--- src/rtl/sysctl_seq_pkg.sv ---
/*
 Constants and carrier types for the system control sequence assembler.
 Assumes one 250 MHz clock and frame/symbol strobes from the modulator timing.
*/
// What this block does
// - Merge configuration with sync, parity, reserved bits
// - Emit eight 32-bit sequences once per frame
// - Report block count to Layer 2 each block
// - One bit per vector element, serial stream
// - Sequence bit 31 first at index 32j
// - Fixed sync patterns at 31:25, 22, 17, 10:9
// - Field positions for flags, count, mode code
// - Four even parity bits over their groups
// - Block count modulo 8 per 32 symbols
package sysctl_seq_pkg;
	localparam int SEQ_BITS = 32;
	localparam int BLOCKS_PER_FRAME = 8;
	localparam int CNT_W = 3;
	localparam int MODE_W = 5;
	localparam int BITIDX_W = 5;
	localparam logic [6:0] SYNC_HI_VAL = 7'h32;
	localparam logic SYNC_B22_VAL = 1'b1;
	localparam logic SYNC_B17_VAL = 1'b0;
	localparam logic [1:0] SYNC_LO_VAL = 2'h3;
	localparam logic RSVD_VAL = 1'b0;
	localparam logic [BITIDX_W-1:0] FIRST_BIT = 5'h1F;
	localparam logic [BITIDX_W-1:0] LAST_BIT = 5'h00;
	localparam logic [CNT_W-1:0] LAST_BLOCK = 3'h7;

	typedef struct packed {
		logic power_level_flag;
		logic high_power_pids_flag;
		logic analog_audio_width_flag;
		logic reduced_digital_width_flag;
		logic [MODE_W-1:0] service_mode_code;
	} sys_config_s;

	typedef struct packed {
		logic bit_value;
		logic frame_start;
		logic [CNT_W-1:0] block_counter;
	} ref_elem_s;
endpackage

--- src/rtl/sysctl_seq_assembler.sv ---
/*
 System control sequence assembler: builds each 32-bit block sequence and
 streams it MSB first, one bit per symbol, through a two-entry buffer.
 Assumes symbol_tick is one clock per OFDM symbol and frame_tick coincides
 with the first symbol of a frame; the receiver may stall with out_ready.
*/
`timescale 1ns/1ns
module sysctl_seq_assembler
	import sysctl_seq_pkg::*;
(
	input wire logic clk,
	input wire logic nrst,
	input wire logic sync_rst,
	input wire logic symbol_tick,
	input wire logic frame_tick,
	input wire sys_config_s cfg,
	output logic in_ready,
	output logic out_valid,
	input wire logic out_ready,
	output ref_elem_s out_elem,
	output logic block_tick,
	output logic [CNT_W-1:0] block_count_out
);
	// ==========================================
	// Sequence assembly
	logic [CNT_W-1:0] blk_reg, blk_next;
	logic [BITIDX_W-1:0] bit_reg, bit_next;
	logic active_reg, active_next;
	sys_config_s cfg_reg, cfg_next;
	logic [SEQ_BITS-1:0] seq;
	logic eff_pl, eff_hpp;
	logic take;

	// Power level and high-power PIDs flags are not applicable in reduced bandwidth, so they read zero
	assign eff_pl = cfg_reg.power_level_flag & ~cfg_reg.reduced_digital_width_flag;
	assign eff_hpp = cfg_reg.high_power_pids_flag & ~cfg_reg.reduced_digital_width_flag;

	always_comb begin
		seq = '0;
		seq[31:25] = SYNC_HI_VAL;
		seq[24] = eff_pl;
		seq[23] = eff_pl;
		seq[22] = SYNC_B22_VAL;
		seq[21] = RSVD_VAL;
		seq[20] = eff_hpp;
		seq[19] = cfg_reg.analog_audio_width_flag;
		seq[18] = ^seq[21:19];
		seq[17] = SYNC_B17_VAL;
		seq[16] = cfg_reg.reduced_digital_width_flag;
		seq[15] = RSVD_VAL;
		seq[14:12] = blk_reg;
		seq[11] = ^seq[16:12];
		seq[10:9] = SYNC_LO_VAL;
		seq[8:6] = {3{RSVD_VAL}};
		seq[5:1] = cfg_reg.service_mode_code;
		seq[0] = ^seq[8:1];
	end

	// A symbol is only consumed when the buffer can take it; stalls lose no bit
	assign take = symbol_tick & in_ready & (active_reg | frame_tick);

	always_comb begin
		blk_next = blk_reg;
		bit_next = bit_reg;
		active_next = active_reg;
		cfg_next = cfg_reg;
		if (take) begin
			if (frame_tick) begin
				blk_next = '0;
				bit_next = FIRST_BIT - 5'h01;
				active_next = 1'b1;
				cfg_next = cfg;
			end else if (bit_reg == LAST_BIT) begin
				bit_next = FIRST_BIT;
				blk_next = blk_reg + 3'h1;
				cfg_next = cfg; // Config sampled per block boundary
				if (blk_reg == LAST_BLOCK)
					active_next = 1'b0;
			end else begin
				bit_next = bit_reg - 5'h01;
			end
		end
		if (sync_rst) begin
			blk_next = '0;
			bit_next = FIRST_BIT;
			active_next = 1'b0;
		end
	end

	always_ff @(posedge clk or negedge nrst) begin
		if (!nrst) begin
			blk_reg <= '0;
			bit_reg <= FIRST_BIT;
			active_reg <= 1'b0;
			cfg_reg <= '0;
		end else begin
			blk_reg <= blk_next;
			bit_reg <= bit_next;
			active_reg <= active_next;
			cfg_reg <= cfg_next;
		end
	end

	// Element going into the buffer; frame start restarts at bit 31 of block 0
	ref_elem_s in_elem;
	logic [SEQ_BITS-1:0] fseq;
	always_comb begin
		fseq = seq;
		fseq[14:12] = frame_tick ? 3'h0 : blk_reg;
		fseq[11] = ^fseq[16:12];
		in_elem.frame_start = frame_tick;
		in_elem.block_counter = frame_tick ? 3'h0 : blk_reg;
		// First bit of any sequence is sync bit 31, independent of config
		in_elem.bit_value = frame_tick ? fseq[FIRST_BIT] : fseq[bit_reg];
	end

	// ==========================================
	// Block count report
	logic block_tick_reg, block_tick_next;
	logic [CNT_W-1:0] bc_out_reg, bc_out_next;
	always_comb begin
		block_tick_next = take & (frame_tick | bit_reg == FIRST_BIT);
		bc_out_next = block_tick_next ? in_elem.block_counter : bc_out_reg;
	end
	always_ff @(posedge clk or negedge nrst) begin
		if (!nrst) begin
			block_tick_reg <= 1'b0;
			bc_out_reg <= '0;
		end else begin
			block_tick_reg <= block_tick_next;
			bc_out_reg <= bc_out_next;
		end
	end
	assign block_tick = block_tick_reg;
	assign block_count_out = bc_out_reg;

	// ==========================================
	// Two-entry output buffer
	ref_elem_s mem [2];
	logic wp_reg, wp_next, rp_reg, rp_next;
	logic [1:0] cnt_reg, cnt_next;
	logic push, pop;
	assign in_ready = (cnt_reg != 2'h2);
	assign out_valid = (cnt_reg != 2'h0);
	assign push = take;
	assign pop = out_valid & out_ready;
	assign out_elem = mem[rp_reg];

	always_comb begin
		wp_next = push ? ~wp_reg : wp_reg;
		rp_next = pop ? ~rp_reg : rp_reg;
		cnt_next = cnt_reg + {1'b0, push} - {1'b0, pop};
		if (sync_rst) begin
			wp_next = 1'b0;
			rp_next = 1'b0;
			cnt_next = 2'h0;
		end
	end
	always_ff @(posedge clk or negedge nrst) begin
		if (!nrst) begin
			wp_reg <= 1'b0;
			rp_reg <= 1'b0;
			cnt_reg <= 2'h0;
		end else begin
			wp_reg <= wp_next;
			rp_reg <= rp_next;
			cnt_reg <= cnt_next;
		end
	end
	always_ff @(posedge clk) begin
		if (push)
			mem[wp_reg] <= in_elem;
	end

	// ==========================================
	// Checks
	property p_parity_even;
		@(posedge clk) disable iff (!nrst) active_reg |-> (^seq[24:23] == 1'b0) && (^seq[21:18] == 1'b0)
			&& (^seq[16:11] == 1'b0) && (^seq[8:0] == 1'b0);
	endproperty
	a_parity_even: assert property (p_parity_even) else $error("parity group odd");
	property p_sync;
		@(posedge clk) disable iff (!nrst) seq[31:25] == 7'h32 && seq[22] && !seq[17] && seq[10:9] == 2'h3;
	endproperty
	a_sync: assert property (p_sync) else $error("sync bits wrong");
	property p_rsvd;
		@(posedge clk) disable iff (!nrst) seq[21] == 1'b0 && seq[15] == 1'b0 && seq[8:6] == 3'h0;
	endproperty
	a_rsvd: assert property (p_rsvd) else $error("reserved bit set");
	property p_blk_inc;
		@(posedge clk) disable iff (!nrst || sync_rst)
			(take && !frame_tick && bit_reg == 5'h00) |=> blk_reg == $past(blk_reg) + 3'h1;
	endproperty
	a_blk_inc: assert property (p_blk_inc) else $error("block count step wrong");
	property p_bit_dec;
		@(posedge clk) disable iff (!nrst || sync_rst)
			(take && !frame_tick && bit_reg != 5'h00) |=> bit_reg == $past(bit_reg) - 5'h01;
	endproperty
	a_bit_dec: assert property (p_bit_dec) else $error("bit index step wrong");
	property p_frame_first;
		@(posedge clk) disable iff (!nrst || sync_rst)
			(take && frame_tick) |=> blk_reg == 3'h0 && bit_reg == 5'h1E && active_reg;
	endproperty
	a_frame_first: assert property (p_frame_first) else $error("frame start not at bit 31");
	property p_block_report;
		@(posedge clk) disable iff (!nrst)
			(take && bit_reg == 5'h1F && !frame_tick) |=> block_tick && block_count_out == $past(blk_reg);
	endproperty
	a_block_report: assert property (p_block_report) else $error("block count not reported");
	property p_fields;
		@(posedge clk) disable iff (!nrst) seq[5:1] == cfg_reg.service_mode_code && seq[14:12] == blk_reg
			&& seq[16] == cfg_reg.reduced_digital_width_flag;
	endproperty
	a_fields: assert property (p_fields) else $error("field misplaced");
	property p_one_bit;
		@(posedge clk) disable iff (!nrst) (push && !frame_tick) |-> in_elem.bit_value == seq[bit_reg];
	endproperty
	a_one_bit: assert property (p_one_bit) else $error("stream bit mismatch");
	property p_merge;
		@(posedge clk) disable iff (!nrst) cfg_reg.reduced_digital_width_flag |-> !seq[24] && !seq[20];
	endproperty
	a_merge: assert property (p_merge) else $error("flags not cleared in reduced mode");
	property p_frame_end;
		@(posedge clk) disable iff (!nrst || sync_rst)
			(take && !frame_tick && bit_reg == LAST_BIT && blk_reg == LAST_BLOCK) |=> !active_reg;
	endproperty
	a_frame_end: assert property (p_frame_end) else $error("frame runs past eight blocks");
	// A stalled receiver must see the same element until it pops it
	property p_stall_hold;
		@(posedge clk) disable iff (!nrst || sync_rst) (out_valid && !out_ready) |=> out_valid && $stable(out_elem);
	endproperty
	a_stall_hold: assert property (p_stall_hold) else $error("stalled element lost");
endmodule // sysctl_seq_assembler

--- config.mk ---
export PLATFORM = sky130hd
export DESIGN_NAME = sysctl_seq_assembler
export DESIGN_NICKNAME = d
export VERILOG_FILES = /design/src/rtl/sysctl_seq_pkg.sv /design/src/rtl/sysctl_seq_assembler.sv
export SDC_FILE = /design/constraint.sdc
export NUM_CORES = 1
export LEC_CHECK = 0
export BUFFER_PORTS_ARGS = -buffer_cell sky130_fd_sc_hd__buf_2
export CAP_MARGIN = 20
export CORE_MARGIN = 2
export CORE_UTILIZATION = 56
export CTS_CLUSTER_DIAMETER = 30
export DETAILED_ROUTE_END_ITERATION = 7
export PLACE_DENSITY = 0.78
export SLEW_MARGIN = 30
export SYNTH_ARGS = -nofsm -noshare
export SYNTH_HDL_FRONTEND = slang
export SYNTH_SLANG_ARGS = --single-unit
--- constraint.sdc ---
create_clock -name clk -period 2.5 [get_ports clk]
set_input_delay 0 -clock clk [delete_from_list [all_inputs] [get_ports clk]]
set_output_delay 0 -clock clk [all_outputs]
set_load 0.02 [all_outputs]
Yosys cells after proc, flatten, opt, wreduce, memory -nomap -nowiden
Memories as Yosys holds them, arrays and structs flattened.
Cells that the tools add are included.
{"block": "op_classes", "add_sub_neg": 4, "n_lt_le_gt_ge": 1, "eq_ne": 3, "mux": 26, "n_bitwise": 11, "n_reduce_logical": 13}
{"op": "$mux 5", "count": 4}
{"op": "$mux 9", "count": 2}
{"op": "$mux 3", "count": 5}
{"op": "$mux 1", "count": 13}
{"op": "$reduce_bool 2->1", "count": 4}
{"op": "$reduce_xor 8->1", "count": 1}
{"op": "$and 1x1->1", "count": 6}
{"op": "$lt 5x6->1 const B", "count": 1}
{"op": "$reduce_bool 3->1", "count": 2}
{"op": "$bmux 1 s5", "count": 1}
{"op": "$eq 5x5->1 const B", "count": 1}
{"op": "$logic_not 5->1", "count": 1}
{"op": "$reduce_xor 5->1", "count": 1}
{"op": "$sub 5x1->5 const B", "count": 1}
{"op": "$reduce_and 2->1", "count": 2}
{"op": "$add 3x1->3 const B", "count": 1}
{"op": "$eq 3x3->1 const B", "count": 1}
{"op": "$not 1->1", "count": 3}
{"op": "$reduce_and 3->1", "count": 1}
{"op": "$reduce_xor 3->1", "count": 1}
{"op": "$add 2x1->2", "count": 1}
{"op": "$mux 2", "count": 1}
{"op": "$ne 2x2->1 const B", "count": 1}
{"op": "$or 1x1->1", "count": 2}
{"op": "$sub 2x1->2", "count": 1}
{"block": "word_totals", "register_bits": 26, "mem_bits_rw": 10, "input_bits": 15, "output_inout_bits": 11, "wordCells": 72, "memories": 1}
{"name": "mem", "depth": 2, "word_bits": 5, "read_ports": 1, "rd_ports_with_merged_regs": 0, "wr": 1, "line_no": "sysctl_seq_assembler.sv:139", "source": "ref_elem_s mem [2];"}

Longest topological paths before layout
{"block": "depth", "ltp_word": 6, "ltp_mapped": 11, "depth_no_buf": 9}

Worst setup path before layout
OpenSTA, ideal clock, no wires.
{"block": "synth_path", "path_type": "reg2reg", "start": "register bit_reg[0]", "end": "register cfg_reg[4] in the netlist's numbering", "setup_ns": 0.125, "t_arrival_ns": 1.904, "t_required_ns": 2.375, "path_slack_ns": 0.471, "path_stages_with_launch": 8, "path_buffers": 2, "period_less_slack_ns": 2.029, "cell_sequence": "dfstp_2 buf_2 inv_1 ha_1 nor4b_4 o211ai_4 buf_6 mux2_4"}
{"block": "synth_via", "elab_chain_len": 3}
{"element": "from (decl)", "line_no": "sysctl_seq_assembler.sv:27", "source": "logic [BITIDX_W-1:0] bit_reg, bit_next;"}
{"element": "from (signal assigned)", "line_no": "sysctl_seq_assembler.sv:98", "source": "bit_reg <= bit_next;"}
{"element": "$logic_not 5->1", "line_no": "sysctl_seq_assembler.sv:73", "source": "end else if (bit_reg == LAST_BIT) begin"}
{"element": "$reduce_bool 2->1 (no source line)"}
{"element": "$reduce_and 2->1 (no source line)"}
{"element": "to (signal assigned)", "line_no": "sysctl_seq_assembler.sv:100", "source": "cfg_reg <= cfg_next;"}
{"element": "to (decl)", "line_no": "sysctl_seq_assembler.sv:29", "source": "sys_config_s cfg_reg, cfg_next;"}
No other way between the ends.
A chain may end at the register's enable or synchronous reset.

Worst setup path in the final report
{"block": "layout_path", "start": "register bit_reg[0]", "end": "register blk_reg[0]"}
{"block": "layout_via", "elab_chain_len": 3}
{"element": "$logic_not 5->1", "line_no": "sysctl_seq_assembler.sv:73"}
{"element": "$reduce_bool 3->1 (no source line)"}
{"element": "$reduce_and 2->1 (no source line)"}
{"element": "to (signal assigned)", "line_no": "sysctl_seq_assembler.sv:97", "source": "blk_reg <= blk_next;"}
{"element": "to (decl)", "line_no": "sysctl_seq_assembler.sv:26", "source": "logic [CNT_W-1:0] blk_reg, blk_next;"}
No other way between the ends.

==> results.yml <==
run:
  drv_cap: 0
global_route:
  grt_pass1_vias: 1357
  grt_pass1_wl_microns: 6120
  grt_overflow: 0
  antenna_found_initial: 0
  grt_usage_pct: 19.4
  grt_max_degree: 27
synthesis:
  synth_top_flop_cell: "dfrtp_1"
  syn_area_sq_um: 1990
  synth_cells: 164
  synthesis.nets: 185
  synth_edf_count: 10
  syn_area_per_cell_sq_um: 12.2
  synth_cell_type_count: 46
  ys_ff_latch: 36
  synth.largest_area_cell: "dfrtp_1"
  synth_warnings: 0
  synth-seq-area-share_pct: 48.0
  yosys-top-cells-area: "dfrtp_1, edfxtp_1, mux2_2"
  async_flop_share_pct: 72.2
  synth_top_area_share_pct: 26.4
setup_path:
  critPathTopFamily: "flip-flops"
  worstReg2RegEnd: "blk_reg[0]$_DFFE_PN0P_"
  crit_type: "reg -> reg"
  crit_path_top_delay_cell: "dfstp_2"
  path_buf_inv: 2
  cp-start-kind: "flip-flop"
  path_cells: "inv_1 -> ha_1 -> nor4b_4 -> o211ai_4 -> buf_4 -> nor3_1 -> a21oi_1 -> nor2_1"
  cp.required_ns: 2.74
  worst-path-stages: 8
  crit_end: "blk_reg[0]$_DFFE_PN0P_"
  r2r_setup_slack_ns: 0.27
  arrival_ns: 2.47
  rr_worst_depth: 8
  cp-end-kind: "flip-flop"
  path_max_fanout: 12
  r2r_start: "bit_reg[0]$_DFFE_PN1P_"
  cp_slowest_stage_delay_ns: 0.68
  critPathLaunch: "bit_reg[0]$_DFFE_PN1P_"
clocking:
  cts_setup_buffers: 0
  clk-insertion-delay-late_ns: 0.35
  tritoncts: "built"
  numCtsBuffers: 5
  clockBufferDepth: 2
  postCtsResizedCells: 0
  cts_sinks: 36
  clockRootBuffer: "clkbuf_4"
  cts_htree_levels: 2
  cts.clk_slew.worst_paths_ns: 0.11
timing:
  finalSetupViolations: 0
  tightest_slew_ns: 0.586
  relSlewSlack_pct: 60.9
  period_share_pct: 89.3
  slew_viol_final: 0
  finClkSkew_ns: 0.0112
  tns_ns: 0
  timing.fmax_ghz: 0.448
  fin_crit_ns: 2.23
  final_hold_viol_count: 0
  rsz0062_at_grt: "no"
layout:
  drive_gt1_share_pct: 34.8
  area_growth_pct: 14.9
  nFillCells: 244
  diodes: 0
  layoutNonFillerInstCount: 244
  final_cell_area_sq_um: 2290
  register_area_sq_um: 957
  multiInputGateArea_sq_um: 926
  largest_reg_flops: 10
  fin_nets: 218
placement:
  place_area_sq_um: 2100
  dpl.cell_count: 225
  gp_congestion: 0.823
  io_buffer_count: 25
  post-dp-hpwl_microns: 2530
drt:
  drc: 0
  vias: 1321
  first_pass_iters: 4
  antenna_left: 0
  drt-initial-drc-count: 48
  via_per_inst: 5.41
  wl_microns: 3540
  wire_per_inst_microns: 14.5
pwr:
  cellLeakagePower_nw: 1.03
  peakVddDrop_mv: 0.500
  p_per_area_nw_per_um2: 811
floorplan:
  fp.dieArea_sq_um: 4050
  start_util_pct: 58.8
  core_sq_um: 3390
  row_count: 21
  top_level_ports: 26
  die_w_microns: 63.7
  die_h_microns: 63.7
hold_path:
  hp-class: "in -> reg"
run_status:
  status: "finished clean"
## power by group
group          leakage, nW  switching [mW]  total (mW)  internal (mW)
Combinational        0.579           0.289       0.620          0.331
Sequential           0.415           0.108       0.832          0.724
Clock               0.0412           0.197       0.405          0.208
## per-layer routing
layer | track usage [%] | routed length [microns] | vias to the layer above
met2 | 34.9 | 1850 | 41
met4 | 5.98 | 59 | 0
li1 | - | - | 655
met1 | 22.6 | 1480 | 617
met5 | 0 | 0 | -
met3 | 4.82 | 154 | 8
## cells in the mapped netlist, types with 2 or more instances
| cell type | instances |
|---|---|
| nor3_1 | 2 |
| nand3_1 | 3 |
| dfstp_2 | 5 |
| o21bai_1 | 2 |
| inv_1 | 5 |
| buf_6 | 5 |
| mux2_2 | 15 |
| xor2_1 | 2 |
| o21ai_0 | 4 |
| or2_2 | 3 |
| a21oi_1 | 8 |
| a31oi_1 | 4 |
| o311ai_0 | 2 |
| and2_1 | 2 |
| mux2i_1 | 2 |
| clkbuf_1 | 3 |
| buf_2 | 3 |
| nand2_1 | 4 |
| mux2_4 | 3 |
| nor2_1 | 14 |
| dfrtp_1 | 21 |
| xnor3_1 | 2 |
| ha_1 | 6 |
| o211ai_1 | 2 |
| nor3b_2 | 2 |
| nor2b_1 | 6 |
| xnor2_1 | 6 |
| edfxtp_1 | 10 |
## worst min path at each step
stage	end	slack [ns]	cells after the start	startpoint
after floorplan	active_reg$_DFFE_PN0P_	-0.30	0	nrst
after CTS	rp_reg$_DFFE_PN0P_	0.05	4	out_ready
after global placement	cfg_reg[5]$_DFFE_PN0P_	0.01	1	nrst
after detailed placement	cfg_reg[6]$_DFFE_PN0P_	0.04	1	nrst
after global routing	rp_reg$_DFFE_PN0P_	0.08	4	out_ready
final	rp_reg$_DFFE_PN0P_	0.05	4	out_ready
## placed cells by master (no fill, tap or decap), drive strengths merged, types with 4 or more instances in the layout
master / n
edfxtp: 10
nor2: 15
nor2b: 6
ha: 6
a21oi: 8
inv: 6
a31oi: 4
dlygate4sd3: 11
clkbuf: 5
xnor2: 6
dfstp: 5
mux2: 18
o21ai: 4
dfrtp: 21
nand2: 4
buf: 26
## per-stage QoR
step                utilization [%]  setup WS [ns]  power, mW  hold slack (ns)
finish                         67.6          0.267       1.86           0.0504
floorplan                         -          0.471       1.32           -0.296
CTS                            67.6          0.262       1.87           0.0476
global route                   67.6          0.138       1.97           0.0781
detailed placement             62.0          0.270       1.46           0.0353
global placement               62.0          0.403       1.43           0.0110
## cell type report
cell class,count,area share [%]
sequential,36,41.8
multi-input combinational,111,40.4
timing repair buffer,37,10.6
tap,46,2.51
clock inverter,3,1.86
clock buffer,5,1.64
inverter,6,1.20
## kinds of logic (layout without fill, tap and decap cells)
| group | count (synthesis) | in the layout | synth area share [%] |
|---|---|---|---|
| AO/OA/AOI/OAI | 30 | 30 | 11.1 |
| XOR/XNOR | 10 | 10 | 5.78 |
| adder cells (fa/ha/maj) | 6 | 6 | 3.77 |
| buffers and inverters | 17 | 51 | 5.52 |
| flip-flops | 36 | 36 | 48.0 |
| multiplexers | 20 | 20 | 11.7 |
| AND/OR/NAND/NOR | 45 | 45 | 14.1 |
## worst reg2reg max path, stage by stage (launching register included)
cell	delay, ns
dfstp_2	0.68
inv_1	0.16
ha_1	0.27
nor4b_4	0.16
o211ai_4	0.38
buf_4	0.23
nor3_1	0.05
a21oi_1	0.14
nor2_1	0.07
## timing repair
item,CTS,global route
endpoints found under the setup margin,0,0
endpoints found under the hold margin,37,0
hold buffers,11,0
Power figures use the tool's default switching activity.
